--- src/rtl/rcf_pkg.sv ---
// Constants, register map and carrier types of the frequency gradient protection step
// Overview of operation
// - Module enable switches protection on and raises module-active event
// - Selected module blocking event inhibits the module and shows module-blocked
// - Module blocking event number zero means never blocked
// - Source none deactivates the step; inputs a, b, c raise step-active
// - Selected step blocking event inhibits the step and shows step-blocked
// - Any phase below minimum start voltage blocks the step
// - After voltage recovers, release delay runs, then undervoltage blocking ends
// - Pick-up needs no module, step or undervoltage blocking
// - Pick-up raises event, runs trip delay, expiry raises trip
// - Pure gradient mode picks up when gradient exceeds maximum permissible gradient
// - Gradient slope sign must match configured supervision direction
// - Pure mode drops pick-up below limit minus hysteresis or wrong direction
// - Over-frequency mode also needs frequency above upper limit
// - Over-frequency mode also drops pick-up when frequency falls below upper limit
// - Under-frequency mode needs frequency below lower limit plus gradient terms
// - With grid code option the third input gives no frequency
// - Maximum gradient is gradient limit times impedance factor
// - Direction none supervises both signs; positive or negative only that sign
package rcf_pkg;

    // ****************************************************************
    // Timing
    // ****************************************************************
    localparam int CLK_PERIOD_NS = 100;
    localparam int TICK_NS       = 1_000_000;
    localparam int TICK_CYC      = TICK_NS / CLK_PERIOD_NS;
    localparam int N_EVT         = 64;

    // ****************************************************************
    // Register map
    // ****************************************************************
    localparam logic [7:0] ADDR_CTRL     = 8'h00;
    localparam logic [7:0] ADDR_BLK_SEL  = 8'h04;
    localparam logic [7:0] ADDR_MIN_VOLT = 8'h08;
    localparam logic [7:0] ADDR_REL_DLY  = 8'h0c;
    localparam logic [7:0] ADDR_FREQ_LIM = 8'h10;
    localparam logic [7:0] ADDR_GRAD     = 8'h14;
    localparam logic [7:0] ADDR_IMPED    = 8'h18;
    localparam logic [7:0] ADDR_TRIP_DLY = 8'h1c;
    localparam logic [7:0] ADDR_STATUS   = 8'h20;

    localparam int CTRL_EN_BIT    = 0;
    localparam int CTRL_MODE_LSB  = 1;
    localparam int CTRL_DIR_LSB   = 3;
    localparam int CTRL_SRC_LSB   = 5;
    localparam int BLK_MOD_LSB    = 0;
    localparam int BLK_STEP_LSB   = 16;
    localparam int LIM_LOW_LSB    = 0;
    localparam int LIM_HIGH_LSB   = 16;
    localparam int GRAD_LIM_LSB   = 0;
    localparam int GRAD_HYST_LSB  = 16;
    localparam int IMPED_FRAC     = 8;

    // ****************************************************************
    // Reset values
    // ****************************************************************
    localparam logic [13:0] RST_BLK_SEL   = 14'h0000;
    localparam logic [15:0] RST_MIN_VOLT  = 16'h0096;
    localparam logic [31:0] RST_REL_DLY   = 32'h0000_03e8;
    localparam logic [15:0] RST_LOW_FREQ  = 16'h1f40;
    localparam logic [15:0] RST_HIGH_FREQ = 16'h0000;
    localparam logic [15:0] RST_GRAD_LIM  = 16'h0064;
    localparam logic [15:0] RST_GRAD_HYST = 16'h0064;
    localparam logic [15:0] RST_IMPED     = 16'h0100;
    localparam logic [31:0] RST_TRIP_DLY  = 32'h0000_03e8;

    // ****************************************************************
    // Types
    // ****************************************************************
    typedef enum logic [1:0] {CRIT_GRAD, CRIT_OVER_FREQ, CRIT_UNDER_FREQ, CRIT_RSVD} rcf_crit_e;
    typedef enum logic [1:0] {DIR_NONE, DIR_POS, DIR_NEG, DIR_RSVD} rcf_dir_e;
    typedef enum logic [1:0] {SRC_NONE, SRC_A, SRC_B, SRC_C} rcf_src_e;

    typedef struct packed {
        logic        [15:0]      freq;      // 0.01 Hz
        logic signed [15:0]      grad;      // 0.01 Hz/s
        logic        [2:0][15:0] volt;      // 0.1 % of nominal line voltage
    } rcf_meas_s;

    typedef struct packed {
        logic      enable;
        rcf_crit_e criterion_select;
        rcf_dir_e  slope_direction;
        rcf_src_e  step_meas_source;
        logic [13:0] module_block_event_sel;
        logic [13:0] step_block_event_sel;
        logic [15:0] min_start_voltage;
        logic [31:0] min_voltage_release_delay;
        logic [15:0] low_freq_limit;
        logic [15:0] high_freq_limit;
        logic [15:0] gradient_limit;
        logic [15:0] gradient_hysteresis;
        logic [15:0] impedance_factor;
        logic [31:0] trip_delay;
    } rcf_cfg_s;

    typedef struct packed {
        logic module_active_evt;
        logic module_blocked_evt;
        logic step_active_evt;
        logic step_blocked_evt;
        logic pickup_evt;
        logic trip_evt;
    } rcf_evt_s;

endpackage

--- src/rtl/rcf_delay_timer.sv ---
// Millisecond delay timer that flags expiry while its run input stays high
`timescale 1ns/1ps
module rcf_delay_timer #(
    parameter int TICK_CYC = rcf_pkg::TICK_CYC
) (
    input  wire logic        pclk,      // System clock
    input  wire logic        presetn,   // Asynchronous reset, active low
    input  wire logic        run,       // Timer runs while high, clears when low
    input  wire logic [31:0] delay_ms,  // Delay in milliseconds
    output logic             expired    // High once the delay has elapsed
);

    localparam int PW = $clog2(TICK_CYC + 1);

    typedef struct packed {
        logic [PW-1:0] prescale;
        logic [31:0]   ms_cnt;
        logic          expired;
    } rcf_tmr_s;

    rcf_tmr_s q;
    rcf_tmr_s d;

    always_comb begin
        d = q;
        if (!run) begin
            d = '0;
        end else if (q.ms_cnt >= delay_ms) begin
            d.expired = 1'b1;
        end else if (q.prescale == PW'(TICK_CYC - 1)) begin
            d.prescale = '0;
            d.ms_cnt   = q.ms_cnt + 32'h0000_0001;
        end else begin
            d.prescale = q.prescale + PW'(1);
        end
    end

    always_ff @(posedge pclk or negedge presetn) begin
        if (!presetn) begin
            q <= '0;
        end else begin
            q <= d;
        end
    end

    assign expired = q.expired;

endmodule // rcf_delay_timer

--- src/rtl/rcf_step.sv ---
// Frequency gradient protection step with APB configuration registers
//
// Chosen here: the APB register port and the placing of the registers.
`timescale 1ns/1ps
module rcf_step #(
    parameter int TICK_CYC = rcf_pkg::TICK_CYC,
    parameter int N_EVT    = rcf_pkg::N_EVT
) (
    input  wire logic                  pclk,             // System clock
    input  wire logic                  presetn,          // Asynchronous reset, active low
    input  wire logic [7:0]            paddr,            // APB byte address
    input  wire logic                  psel,             // APB select
    input  wire logic                  penable,          // APB enable
    input  wire logic                  pwrite,           // APB write
    input  wire logic [31:0]           pwdata,           // APB write data
    output logic                       pready,           // APB ready
    output logic [31:0]                prdata,           // APB read data
    output logic                       pslverr,          // APB error on unmapped address
    input  wire rcf_pkg::rcf_meas_s [2:0] meas,          // Measurements of inputs a, b, c
    input  wire logic [N_EVT-1:0]      block_events,     // Event vector for blocking selection
    input  wire logic                  grid_code_option, // Variant built to grid code option
    output rcf_pkg::rcf_evt_s          events            // Status, pick-up and trip events
);

    localparam int EW = $clog2(N_EVT);

    // ****************************************************************
    // State
    // ****************************************************************
    typedef struct packed {
        rcf_pkg::rcf_cfg_s cfg;
        rcf_pkg::rcf_evt_s evt;
        logic              uv_block;
        logic              pick;
        logic              pready;
        logic              pslverr;
        logic [31:0]       prdata;
    } rcf_state_s;

    rcf_state_s q;
    rcf_state_s d;
    logic       rel_run;
    logic       rel_expired;
    logic       trip_expired;

    // A configured event number past the end of the vector never blocks
    function automatic logic evt_hit(input logic [13:0] sel, input logic [N_EVT-1:0] vec);
        logic hit;
        hit = 1'b0;
        if (sel != 14'h0000 && 32'(sel) < N_EVT) begin
            hit = vec[sel[EW-1:0]];
        end
        return hit;
    endfunction

    // ****************************************************************
    // Next state
    // ****************************************************************
    always_comb begin
        logic [31:0]        rd_word;
        logic               rd_hit;
        logic               step_on;
        logic               freq_ok;
        logic               uv;
        logic               mod_blk;
        logic               step_blk;
        logic               allow;
        logic               dir_ok;
        logic               gate_set;
        logic               gate_hold;
        logic [16:0]        mag;
        logic [31:0]        prod;
        logic [23:0]        grad_max;
        logic [23:0]        reset_lim;
        rcf_pkg::rcf_meas_s m;

        rd_word   = '0;
        rd_hit    = 1'b1;
        step_on   = 1'b0;
        freq_ok   = 1'b0;
        uv        = 1'b0;
        mod_blk   = 1'b0;
        step_blk  = 1'b0;
        allow     = 1'b0;
        dir_ok    = 1'b0;
        gate_set  = 1'b0;
        gate_hold = 1'b0;
        mag       = '0;
        prod      = '0;
        grad_max  = '0;
        reset_lim = '0;
        m         = '0;
        d         = q;
        rel_run   = 1'b0;

        // ************************************************************
        // APB slave: one wait cycle, write lands when pready is seen
        // ************************************************************
        case (paddr)
            rcf_pkg::ADDR_CTRL: begin
                rd_word[rcf_pkg::CTRL_EN_BIT]                        = q.cfg.enable;
                rd_word[rcf_pkg::CTRL_MODE_LSB +: 2]                 = q.cfg.criterion_select;
                rd_word[rcf_pkg::CTRL_DIR_LSB +: 2]                  = q.cfg.slope_direction;
                rd_word[rcf_pkg::CTRL_SRC_LSB +: 2]                  = q.cfg.step_meas_source;
            end
            rcf_pkg::ADDR_BLK_SEL: begin
                rd_word[rcf_pkg::BLK_MOD_LSB +: 14]  = q.cfg.module_block_event_sel;
                rd_word[rcf_pkg::BLK_STEP_LSB +: 14] = q.cfg.step_block_event_sel;
            end
            rcf_pkg::ADDR_MIN_VOLT: rd_word[15:0] = q.cfg.min_start_voltage;
            rcf_pkg::ADDR_REL_DLY:  rd_word = q.cfg.min_voltage_release_delay;
            rcf_pkg::ADDR_FREQ_LIM: begin
                rd_word[rcf_pkg::LIM_LOW_LSB +: 16]  = q.cfg.low_freq_limit;
                rd_word[rcf_pkg::LIM_HIGH_LSB +: 16] = q.cfg.high_freq_limit;
            end
            rcf_pkg::ADDR_GRAD: begin
                rd_word[rcf_pkg::GRAD_LIM_LSB +: 16]  = q.cfg.gradient_limit;
                rd_word[rcf_pkg::GRAD_HYST_LSB +: 16] = q.cfg.gradient_hysteresis;
            end
            rcf_pkg::ADDR_IMPED:    rd_word[15:0] = q.cfg.impedance_factor;
            rcf_pkg::ADDR_TRIP_DLY: rd_word = q.cfg.trip_delay;
            rcf_pkg::ADDR_STATUS:   rd_word[6:0] = {q.uv_block, q.evt};
            default:                rd_hit = 1'b0;
        endcase

        // Read data is latched only in the first access cycle and holds until the next access
        d.pready  = 1'b0;
        d.pslverr = 1'b0;
        if (psel && penable && !q.pready) begin
            d.pready  = 1'b1;
            d.pslverr = !rd_hit;
            d.prdata  = pwrite ? 32'h0000_0000 : rd_word;
        end

        if (psel && penable && q.pready && pwrite) begin
            case (paddr)
                rcf_pkg::ADDR_CTRL: begin
                    d.cfg.enable           = pwdata[rcf_pkg::CTRL_EN_BIT];
                    d.cfg.criterion_select = rcf_pkg::rcf_crit_e'(pwdata[rcf_pkg::CTRL_MODE_LSB +: 2]);
                    d.cfg.slope_direction  = rcf_pkg::rcf_dir_e'(pwdata[rcf_pkg::CTRL_DIR_LSB +: 2]);
                    d.cfg.step_meas_source = rcf_pkg::rcf_src_e'(pwdata[rcf_pkg::CTRL_SRC_LSB +: 2]);
                end
                rcf_pkg::ADDR_BLK_SEL: begin
                    d.cfg.module_block_event_sel = pwdata[rcf_pkg::BLK_MOD_LSB +: 14];
                    d.cfg.step_block_event_sel   = pwdata[rcf_pkg::BLK_STEP_LSB +: 14];
                end
                rcf_pkg::ADDR_MIN_VOLT: d.cfg.min_start_voltage         = pwdata[15:0];
                rcf_pkg::ADDR_REL_DLY:  d.cfg.min_voltage_release_delay = pwdata;
                rcf_pkg::ADDR_FREQ_LIM: begin
                    d.cfg.low_freq_limit  = pwdata[rcf_pkg::LIM_LOW_LSB +: 16];
                    d.cfg.high_freq_limit = pwdata[rcf_pkg::LIM_HIGH_LSB +: 16];
                end
                rcf_pkg::ADDR_GRAD: begin
                    d.cfg.gradient_limit      = pwdata[rcf_pkg::GRAD_LIM_LSB +: 16];
                    d.cfg.gradient_hysteresis = pwdata[rcf_pkg::GRAD_HYST_LSB +: 16];
                end
                rcf_pkg::ADDR_IMPED:    d.cfg.impedance_factor = pwdata[15:0];
                rcf_pkg::ADDR_TRIP_DLY: d.cfg.trip_delay       = pwdata;
                default: ;
            endcase
        end

        // ************************************************************
        // Source selection and blocking
        // ************************************************************
        step_on = q.cfg.enable && (q.cfg.step_meas_source != rcf_pkg::SRC_NONE);
        // Source none forms no index, so nothing past the third input is ever read
        case (q.cfg.step_meas_source)
            rcf_pkg::SRC_A: m = meas[0];
            rcf_pkg::SRC_B: m = meas[1];
            rcf_pkg::SRC_C: m = meas[2];
            default:        m = '0;
        endcase
        freq_ok = !(grid_code_option && q.cfg.step_meas_source == rcf_pkg::SRC_C);

        for (int p = 0; p < 3; p++) begin
            if (m.volt[p] < q.cfg.min_start_voltage) begin
                uv = 1'b1;
            end
        end

        mod_blk  = q.cfg.enable && evt_hit(q.cfg.module_block_event_sel, block_events);
        step_blk = step_on && evt_hit(q.cfg.step_block_event_sel, block_events);

        // Blocking is held through the release delay so a flickering voltage cannot trip
        if (!step_on) begin
            d.uv_block = 1'b0;
        end else if (uv) begin
            d.uv_block = 1'b1;
        end else if (q.uv_block && rel_expired) begin
            d.uv_block = 1'b0;
        end
        rel_run = step_on && q.uv_block && !uv;

        // ************************************************************
        // Gradient criteria
        // ************************************************************
        mag       = m.grad[15] ? 17'(-$signed({m.grad[15], m.grad})) : {1'b0, m.grad};
        prod      = q.cfg.gradient_limit * q.cfg.impedance_factor;
        grad_max  = prod[31:rcf_pkg::IMPED_FRAC];
        reset_lim = (grad_max > 24'(q.cfg.gradient_hysteresis)) ?
                    grad_max - 24'(q.cfg.gradient_hysteresis) : 24'h00_0000;

        case (q.cfg.slope_direction)
            rcf_pkg::DIR_NONE: dir_ok = 1'b1;
            rcf_pkg::DIR_POS:  dir_ok = (m.grad > 16'sh0000);
            rcf_pkg::DIR_NEG:  dir_ok = (m.grad < 16'sh0000);
            default:           dir_ok = 1'b0;
        endcase

        case (q.cfg.criterion_select)
            rcf_pkg::CRIT_GRAD: begin
                gate_set  = 1'b1;
                gate_hold = 1'b1;
            end
            rcf_pkg::CRIT_OVER_FREQ: begin
                gate_set  = m.freq > q.cfg.high_freq_limit;
                gate_hold = m.freq >= q.cfg.high_freq_limit;
            end
            rcf_pkg::CRIT_UNDER_FREQ: begin
                gate_set  = m.freq < q.cfg.low_freq_limit;
                gate_hold = m.freq <= q.cfg.low_freq_limit;
            end
            default: begin
                gate_set  = 1'b0;
                gate_hold = 1'b0;
            end
        endcase

        allow = step_on && freq_ok && !mod_blk && !step_blk && !q.uv_block && !uv;

        if (!allow) begin
            d.pick = 1'b0;
        end else if (q.pick) begin
            d.pick = (24'(mag) >= reset_lim) && dir_ok && gate_hold;
        end else begin
            d.pick = (24'(mag) > grad_max) && dir_ok && gate_set;
        end

        // ************************************************************
        // Events
        // ************************************************************
        d.evt.module_active_evt  = q.cfg.enable;
        d.evt.module_blocked_evt = mod_blk;
        d.evt.step_active_evt    = step_on;
        d.evt.step_blocked_evt   = step_blk || d.uv_block;
        d.evt.pickup_evt         = d.pick;
        d.evt.trip_evt           = d.pick && q.pick && trip_expired;
    end

    // ****************************************************************
    // Delay timers
    // ****************************************************************
    rcf_delay_timer #(
        .TICK_CYC (TICK_CYC)
    ) u_release_timer (
        .pclk     (pclk),
        .presetn  (presetn),
        .run      (rel_run),
        .delay_ms (q.cfg.min_voltage_release_delay),
        .expired  (rel_expired)
    );

    rcf_delay_timer #(
        .TICK_CYC (TICK_CYC)
    ) u_trip_timer (
        .pclk     (pclk),
        .presetn  (presetn),
        .run      (q.pick),
        .delay_ms (q.cfg.trip_delay),
        .expired  (trip_expired)
    );

    // ****************************************************************
    // Registers
    // ****************************************************************
    always_ff @(posedge pclk or negedge presetn) begin
        if (!presetn) begin
            q                               <= '0;
            q.cfg.criterion_select          <= rcf_pkg::CRIT_GRAD;
            q.cfg.slope_direction           <= rcf_pkg::DIR_NONE;
            q.cfg.step_meas_source          <= rcf_pkg::SRC_A;
            q.cfg.module_block_event_sel    <= rcf_pkg::RST_BLK_SEL;
            q.cfg.step_block_event_sel      <= rcf_pkg::RST_BLK_SEL;
            q.cfg.min_start_voltage         <= rcf_pkg::RST_MIN_VOLT;
            q.cfg.min_voltage_release_delay <= rcf_pkg::RST_REL_DLY;
            q.cfg.low_freq_limit            <= rcf_pkg::RST_LOW_FREQ;
            q.cfg.high_freq_limit           <= rcf_pkg::RST_HIGH_FREQ;
            q.cfg.gradient_limit            <= rcf_pkg::RST_GRAD_LIM;
            q.cfg.gradient_hysteresis       <= rcf_pkg::RST_GRAD_HYST;
            q.cfg.impedance_factor          <= rcf_pkg::RST_IMPED;
            q.cfg.trip_delay                <= rcf_pkg::RST_TRIP_DLY;
        end else begin
            q <= d;
        end
    end

    assign pready  = q.pready;
    assign prdata  = q.prdata;
    assign pslverr = q.pslverr;
    assign events  = q.evt;

endmodule // rcf_step

--- config.mk ---
export PLATFORM = sky130hd
export DESIGN_NAME = rcf_step
export DESIGN_NICKNAME = d
export VERILOG_FILES = /design/src/rtl/rcf_pkg.sv /design/src/rtl/rcf_delay_timer.sv /design/src/rtl/rcf_step.sv
export SDC_FILE = /design/constraint.sdc
export NUM_CORES = 2
export LEC_CHECK = 0
export BUFFER_PORTS_ARGS = -buffer_cell sky130_fd_sc_hd__clkbuf_2
export CAP_MARGIN = 20
export CORE_ASPECT_RATIO = 1.1
export CORE_MARGIN = 10
export CORE_UTILIZATION = 61
export CTS_CLUSTER_SIZE = 28
export DETAILED_ROUTE_END_ITERATION = 10
export PLACE_DENSITY = 0.83
export SETUP_SLACK_MARGIN = 0.15
export SYNTH_ARGS = -nofsm -noshare
export SYNTH_HDL_FRONTEND = slang
export SYNTH_SLANG_ARGS = --single-unit
--- constraint.sdc ---
create_clock -name pclk -period 17.46 [get_ports pclk]
set_input_delay 1.746 -clock pclk [delete_from_list [all_inputs] [get_ports pclk]]
set_output_delay 1.746 -clock pclk [all_outputs]
set_load 0.01 [all_outputs]
======== Word-level counts from Yosys, hierarchy flattened ========
Index checks and enable logic that the tools add are counted.
storage, ports and cells
  bits in registers ....................... 330
  bits of input ports ..................... 350
  output and inout port bits .............. 40
  logic and storage cells ................. 165
operators by class
  $add $sub $neg .......................... 6
  $mul .................................... 1
  order comparisons ....................... 18
  eq/ne operators ......................... 23
  multiplexer cells ....................... 38
  reductions and logical operators ........ 49
operators with widths
  kind                                                                            number
  80-bit case mux with 3 select lines                                             1
  32-bit 2-to-1 mux                                                               3
  47-bit 2-to-1 mux                                                               2
  46-bit 2-to-1 mux                                                               2
  14-bit case mux with 5 select lines                                             1
  32-bit by 1-bit adder with 32-bit output (second input constant)                2
  32-bit >= comparator                                                            2
  16-bit less-than comparator                                                     4
  7-bit case mux with 9 select lines                                              1
  7-bit case mux with 7 select lines                                              1
  34-bit 2-to-1 mux                                                               1
  8-bit by 5-bit == test with 1-bit output (second input constant)                4
  16-bit by 16-bit multiplier with 32-bit output                                  1
  14-bit by 1-bit adder with 14-bit output (second input constant)                2
  14-bit == test (second input constant)                                          2
  14-bit by 7-bit less-than comparator with 1-bit output (second input constant)  2
  14-bit 2-to-1 mux                                                               2
  14-bit nonzero test                                                             2
  17-bit by 24-bit >= comparator with 1-bit output                                1
  17-bit by 24-bit greater-than comparator with 1-bit output                      1
  24-bit by 16-bit greater-than comparator with 1-bit output                      1
  1-bit logical AND                                                               24
  24-bit 2-to-1 mux                                                               1
  24-bit by 16-bit subtractor with 24-bit output                                  1
  27 further kinds                                                                71

======== Depth between registers and ports, before layout ========
  word-level depth ........................ 12
  gate-level depth with buffers ........... 47
  mapped depth without buffers ............ 44

======== By module ========
A second synthesis with hierarchy kept.
unflattened totals
  cells, all modules ...................... 3469
  area total of the unflattened synthesis .. 33002.9 um2
modules (own cells, without submodules)
  module           times used  cells each  area an instance (um2)  sequential area each (um2)
  rcf_step         1           2633        25743.4                 5943.2
  rcf_delay_timer  2           418         3629.7                  1176.1

======== Worst setup path before layout ========
No wires, ideal clock.
  path type ............................... register to register
  start point ............................. reg q[82] (netlist name)
  end point ............................... reg q[34] (netlist name)
  setup time .............................. 0.126 ns
  arrival ................................. 9.043 ns
  data required time ...................... 17.334 ns
  slack ................................... 8.291 ns
  stages on the path, launching flop included .. 47
  buffers on the path ..................... 3
  period minus slack after synthesis ...... 9.169 ns
  cells stage by stage .................... dfstp_2 > clkbuf_1 > clkbuf_1 > nand2_1 > fa_1 > inv_1 > fa_1 > inv_1 > fa_1 > inv_1 > fa_1 > fa_1 > inv_1 > fa_1 > inv_1 > ha_1 > a21o_1 > a31o_2 > [... 11 more ...] > a211o_1 > a31o_2 > a21oi_1 > nand4_1 > clkbuf_1 > nand2_1 > ha_1 > a21oi_1 > nor2b_1 > o21ai_0 > nand2b_1 > a21oi_1 > nor2b_1 > o21ai_0 > a31oi_1 > and4_1 > nand3b_1 > a31oi_1
RTL lines
  element             line            RTL
  start: declaration  rcf_step.sv:40  rcf_state_s q;

==> impl_results.md <==
- Outcome: finished clean
- Met3 wire len: 11,600 um
- Fmax achieved: 97.0 MHz
- Share of cells above drive strength 1: 24.0%
- Synth Area in Simple Gates: 13.8%
- Synth area leader: dfrtp_1
- Die height: 260 um
- First-pass GRT wire length: 166,000 um
- Worst R2R Setup Slack: 7.15 ns
- RSZ-0062 raised after global routing: no
- Max-slew violation count: 0
- Syn_area_per_cell: 9.67 sq um
- Layout area overhead: 10.9%
- Max clock buf depth: 3
- Worst setup path class: reg2reg
- Area contributors post-synth: dfrtp_1 23%, fa_1 12%, ha_1 12%, mux2_2 9.7%, inv_1 4.6%
- Largest family of logic cells by synthesized area: adder cells
- Synth Area in Compound Gates: 13.7%
- Setup TNS: 0 ns
- EDFF count, synth: 0
- Gr ovfl total: 0
- Mux contribution to synthesized area: 13.1%
- Sink Count: 330
- Clk pin slew, worst setup/hold paths: 0.07 ns
- Final nets: 4,422
- Worst VDD drop: 0.0933 mV
- CTS tree: yes
- Critical path buffer and inverter count: 3
- Worst EP required: 17.91 ns
- Initial DRT Pass Iterations: 7
- Clock Latency Late Sink: 0.57 ns
- Pwr Density: 48.8 nW/um^2
- Post-synthesis adder-cell area fraction: 23.7%
- Critical path data arrival time: 10.76 ns
- Vias/cell: 6.49
- Yosys reg bits: 330
- Xor-xnor portion of the synthesized cell area: 2.43%
- Vias: 27,800
- Port bufs: 389
- Most common cell in the netlist: inv_1
- Post_cts resized: 0
- HP Class: reg2reg
- Synth top area share: 23.4%
- Overall Power: 1730 uW
- Initial drt markers: 3,307
- Min cycle time layout: 10.31 ns
- Sequential share of the synthesized area: 25.9%
- Hold Buf Count CTS: 0
- Cell variety after synth: 95
- Vias in the first global route: 27,800
- Highest metal used: met5
- # rows: 88
- Worst path max stage delay: 0.86 ns
- Setup WS post-layout: 7.15 ns
- Final hold violation count: 0
- DRC viols: 0
- DIE AREA: 62,100 sq um
- DRT antenna net count: 0
- Worst slew margin: 15.0%
- Worst Skew: 0.0194 ns
- Num CTS Buffers: 39
- Netlist area before placement: 32,000 sq um
- Yosys warning count: 0
- Initial Utilization: 61.4%
- Critical path fanouts, max: 18
- Slowest cell on crit path: dfrtp_1
- Routed wire length per instance: 25.3 um
- Initial antenna violation count: 8
- Async SR Flop Fraction: 100%
- Core area: 52,200 sq um
- Final Wtd Congestion: 1.04
- Detailed Place HPWL: 84,700 um
- Top delay family on crit path: adder cells
- Crit start category: flip-flop
- Lkg Pwr: 0.0175 uW
- Post-Route M1 WL: 41,000 um
- Top-Level Pins: 390
- Top cells by count, synth: 394 x inv_1, 300 x dfrtp_1, 297 x ha_1, 281 x nand2_1, 276 x mux2_2
- Critical Path End Type: flip-flop
- Metal2 WL: 48,800 um
- Fin crit share: 59.1%
- H-tree depth: 2
- Post-synth top flop: dfrtp_1
- Endpoints failing setup: 0
- DP Worst Slack: 7.36 ns
- Die width: 239 um
- Number of setup buffers added after CTS: 0
- Largest net degree at the start of global routing: 167
- Maxcap violations: 0
- GRT Total Usage: 34.6%
- Root Buffer: clkbuf_16
- Syn Inst Count: 3,313
- Worst Tran Pin Value: 1.26 ns
- Total routed wirelength: 108,000 um
-- state kept, by name, indices dropped and copies added (netlist names) --
register,count
u_release_timer.expired,1
d,1
events,5
q,196
pready,1
pslverr,1
u_release_timer.q,46
u_trip_timer.expired,1
prdata,32
u_trip_timer.q,46
-- layout by cell type, fill, tap and decap left out, types with 28 or more instances in the layout --
cell type  instances
a222oi_1          28
clkbuf_2         388
ha_1             297
fa_1             194
a22oi_1           60
nand3_1           69
a21o_1            79
xor2_1            45
clkbuf_16         39
a22o_1            91
dfrtp_1          299
inv_1            394
mux2_2           276
o21ai_0           80
and2_1           123
mux4_2            42
a21oi_1          126
nand4_1           49
nor2_1           145
xnor2_1           44
dfstp_2           29
nand2_1          281
and3_1            34
-- per-layer routing --
layer,track usage (%),up-vias
li1,-,12100
met1,43.9,13600
met2,54.2,1653
met3,8.02,381
met4,19.0,12
met5,0,-
-- logic make-up after synthesis --
group           Yosys count
compound gates          616
mux                     332
simple gates            871
other cells               1
fa+ha+maj               491
buf+inv                 583
xor+xnor                 89
flops                   330
-- through the flow --
step | cell area [sq um] | hold WS, ns | cells | util (%)
floorplan | 32000 | 0.409 | 3314 | -
global placement | 34200 | 0.462 | 4212 | 65.5
detailed placement | 34200 | 0.464 | 4213 | 65.5
CTS | 35500 | 0.474 | 4284 | 68.0
global route | 35500 | 0.498 | 4287 | 68.1
finish | 35500 | 0.470 | 4289 | 68.1
-- worst paths after layout --
path                                       startpoint                      to  cells past startpoint
worst max-delay path               q[115]$_DFFE_PN0P_         q[34]$_DFF_PN0_                     41
worst min-delay path            prdata[7]$_DFFE_PN0P_   prdata[7]$_DFFE_PN0P_                      1
worst max register to register     q[115]$_DFFE_PN0P_         q[34]$_DFF_PN0_                     41
worst min register to register  prdata[7]$_DFFE_PN0P_   prdata[7]$_DFFE_PN0P_                      1
max in group asynchronous                     presetn      q[231]$_DFFE_PN0P_                      2
min in group asynchronous                     presetn  prdata[12]$_DFFE_PN0P_                      1
-- power by group --
group | internal, uW | switching (uW)
logic | 56.9 | 72.6
clock network | 476 | 356
registers | 767 | 3.85
-- area by class of cell --
cell class	instances	area [sq um]
clock buffers	55	1110
diodes	3	7.51
fillers	4021	16700
repair buffers	414	2180
multi-input cells	2401	21400
flip-flops and latches	330	8300
clock inverters	16	171
inverters	395	1480
well taps	675	845
No activity file was read; power rests on OpenSTA's default activity.
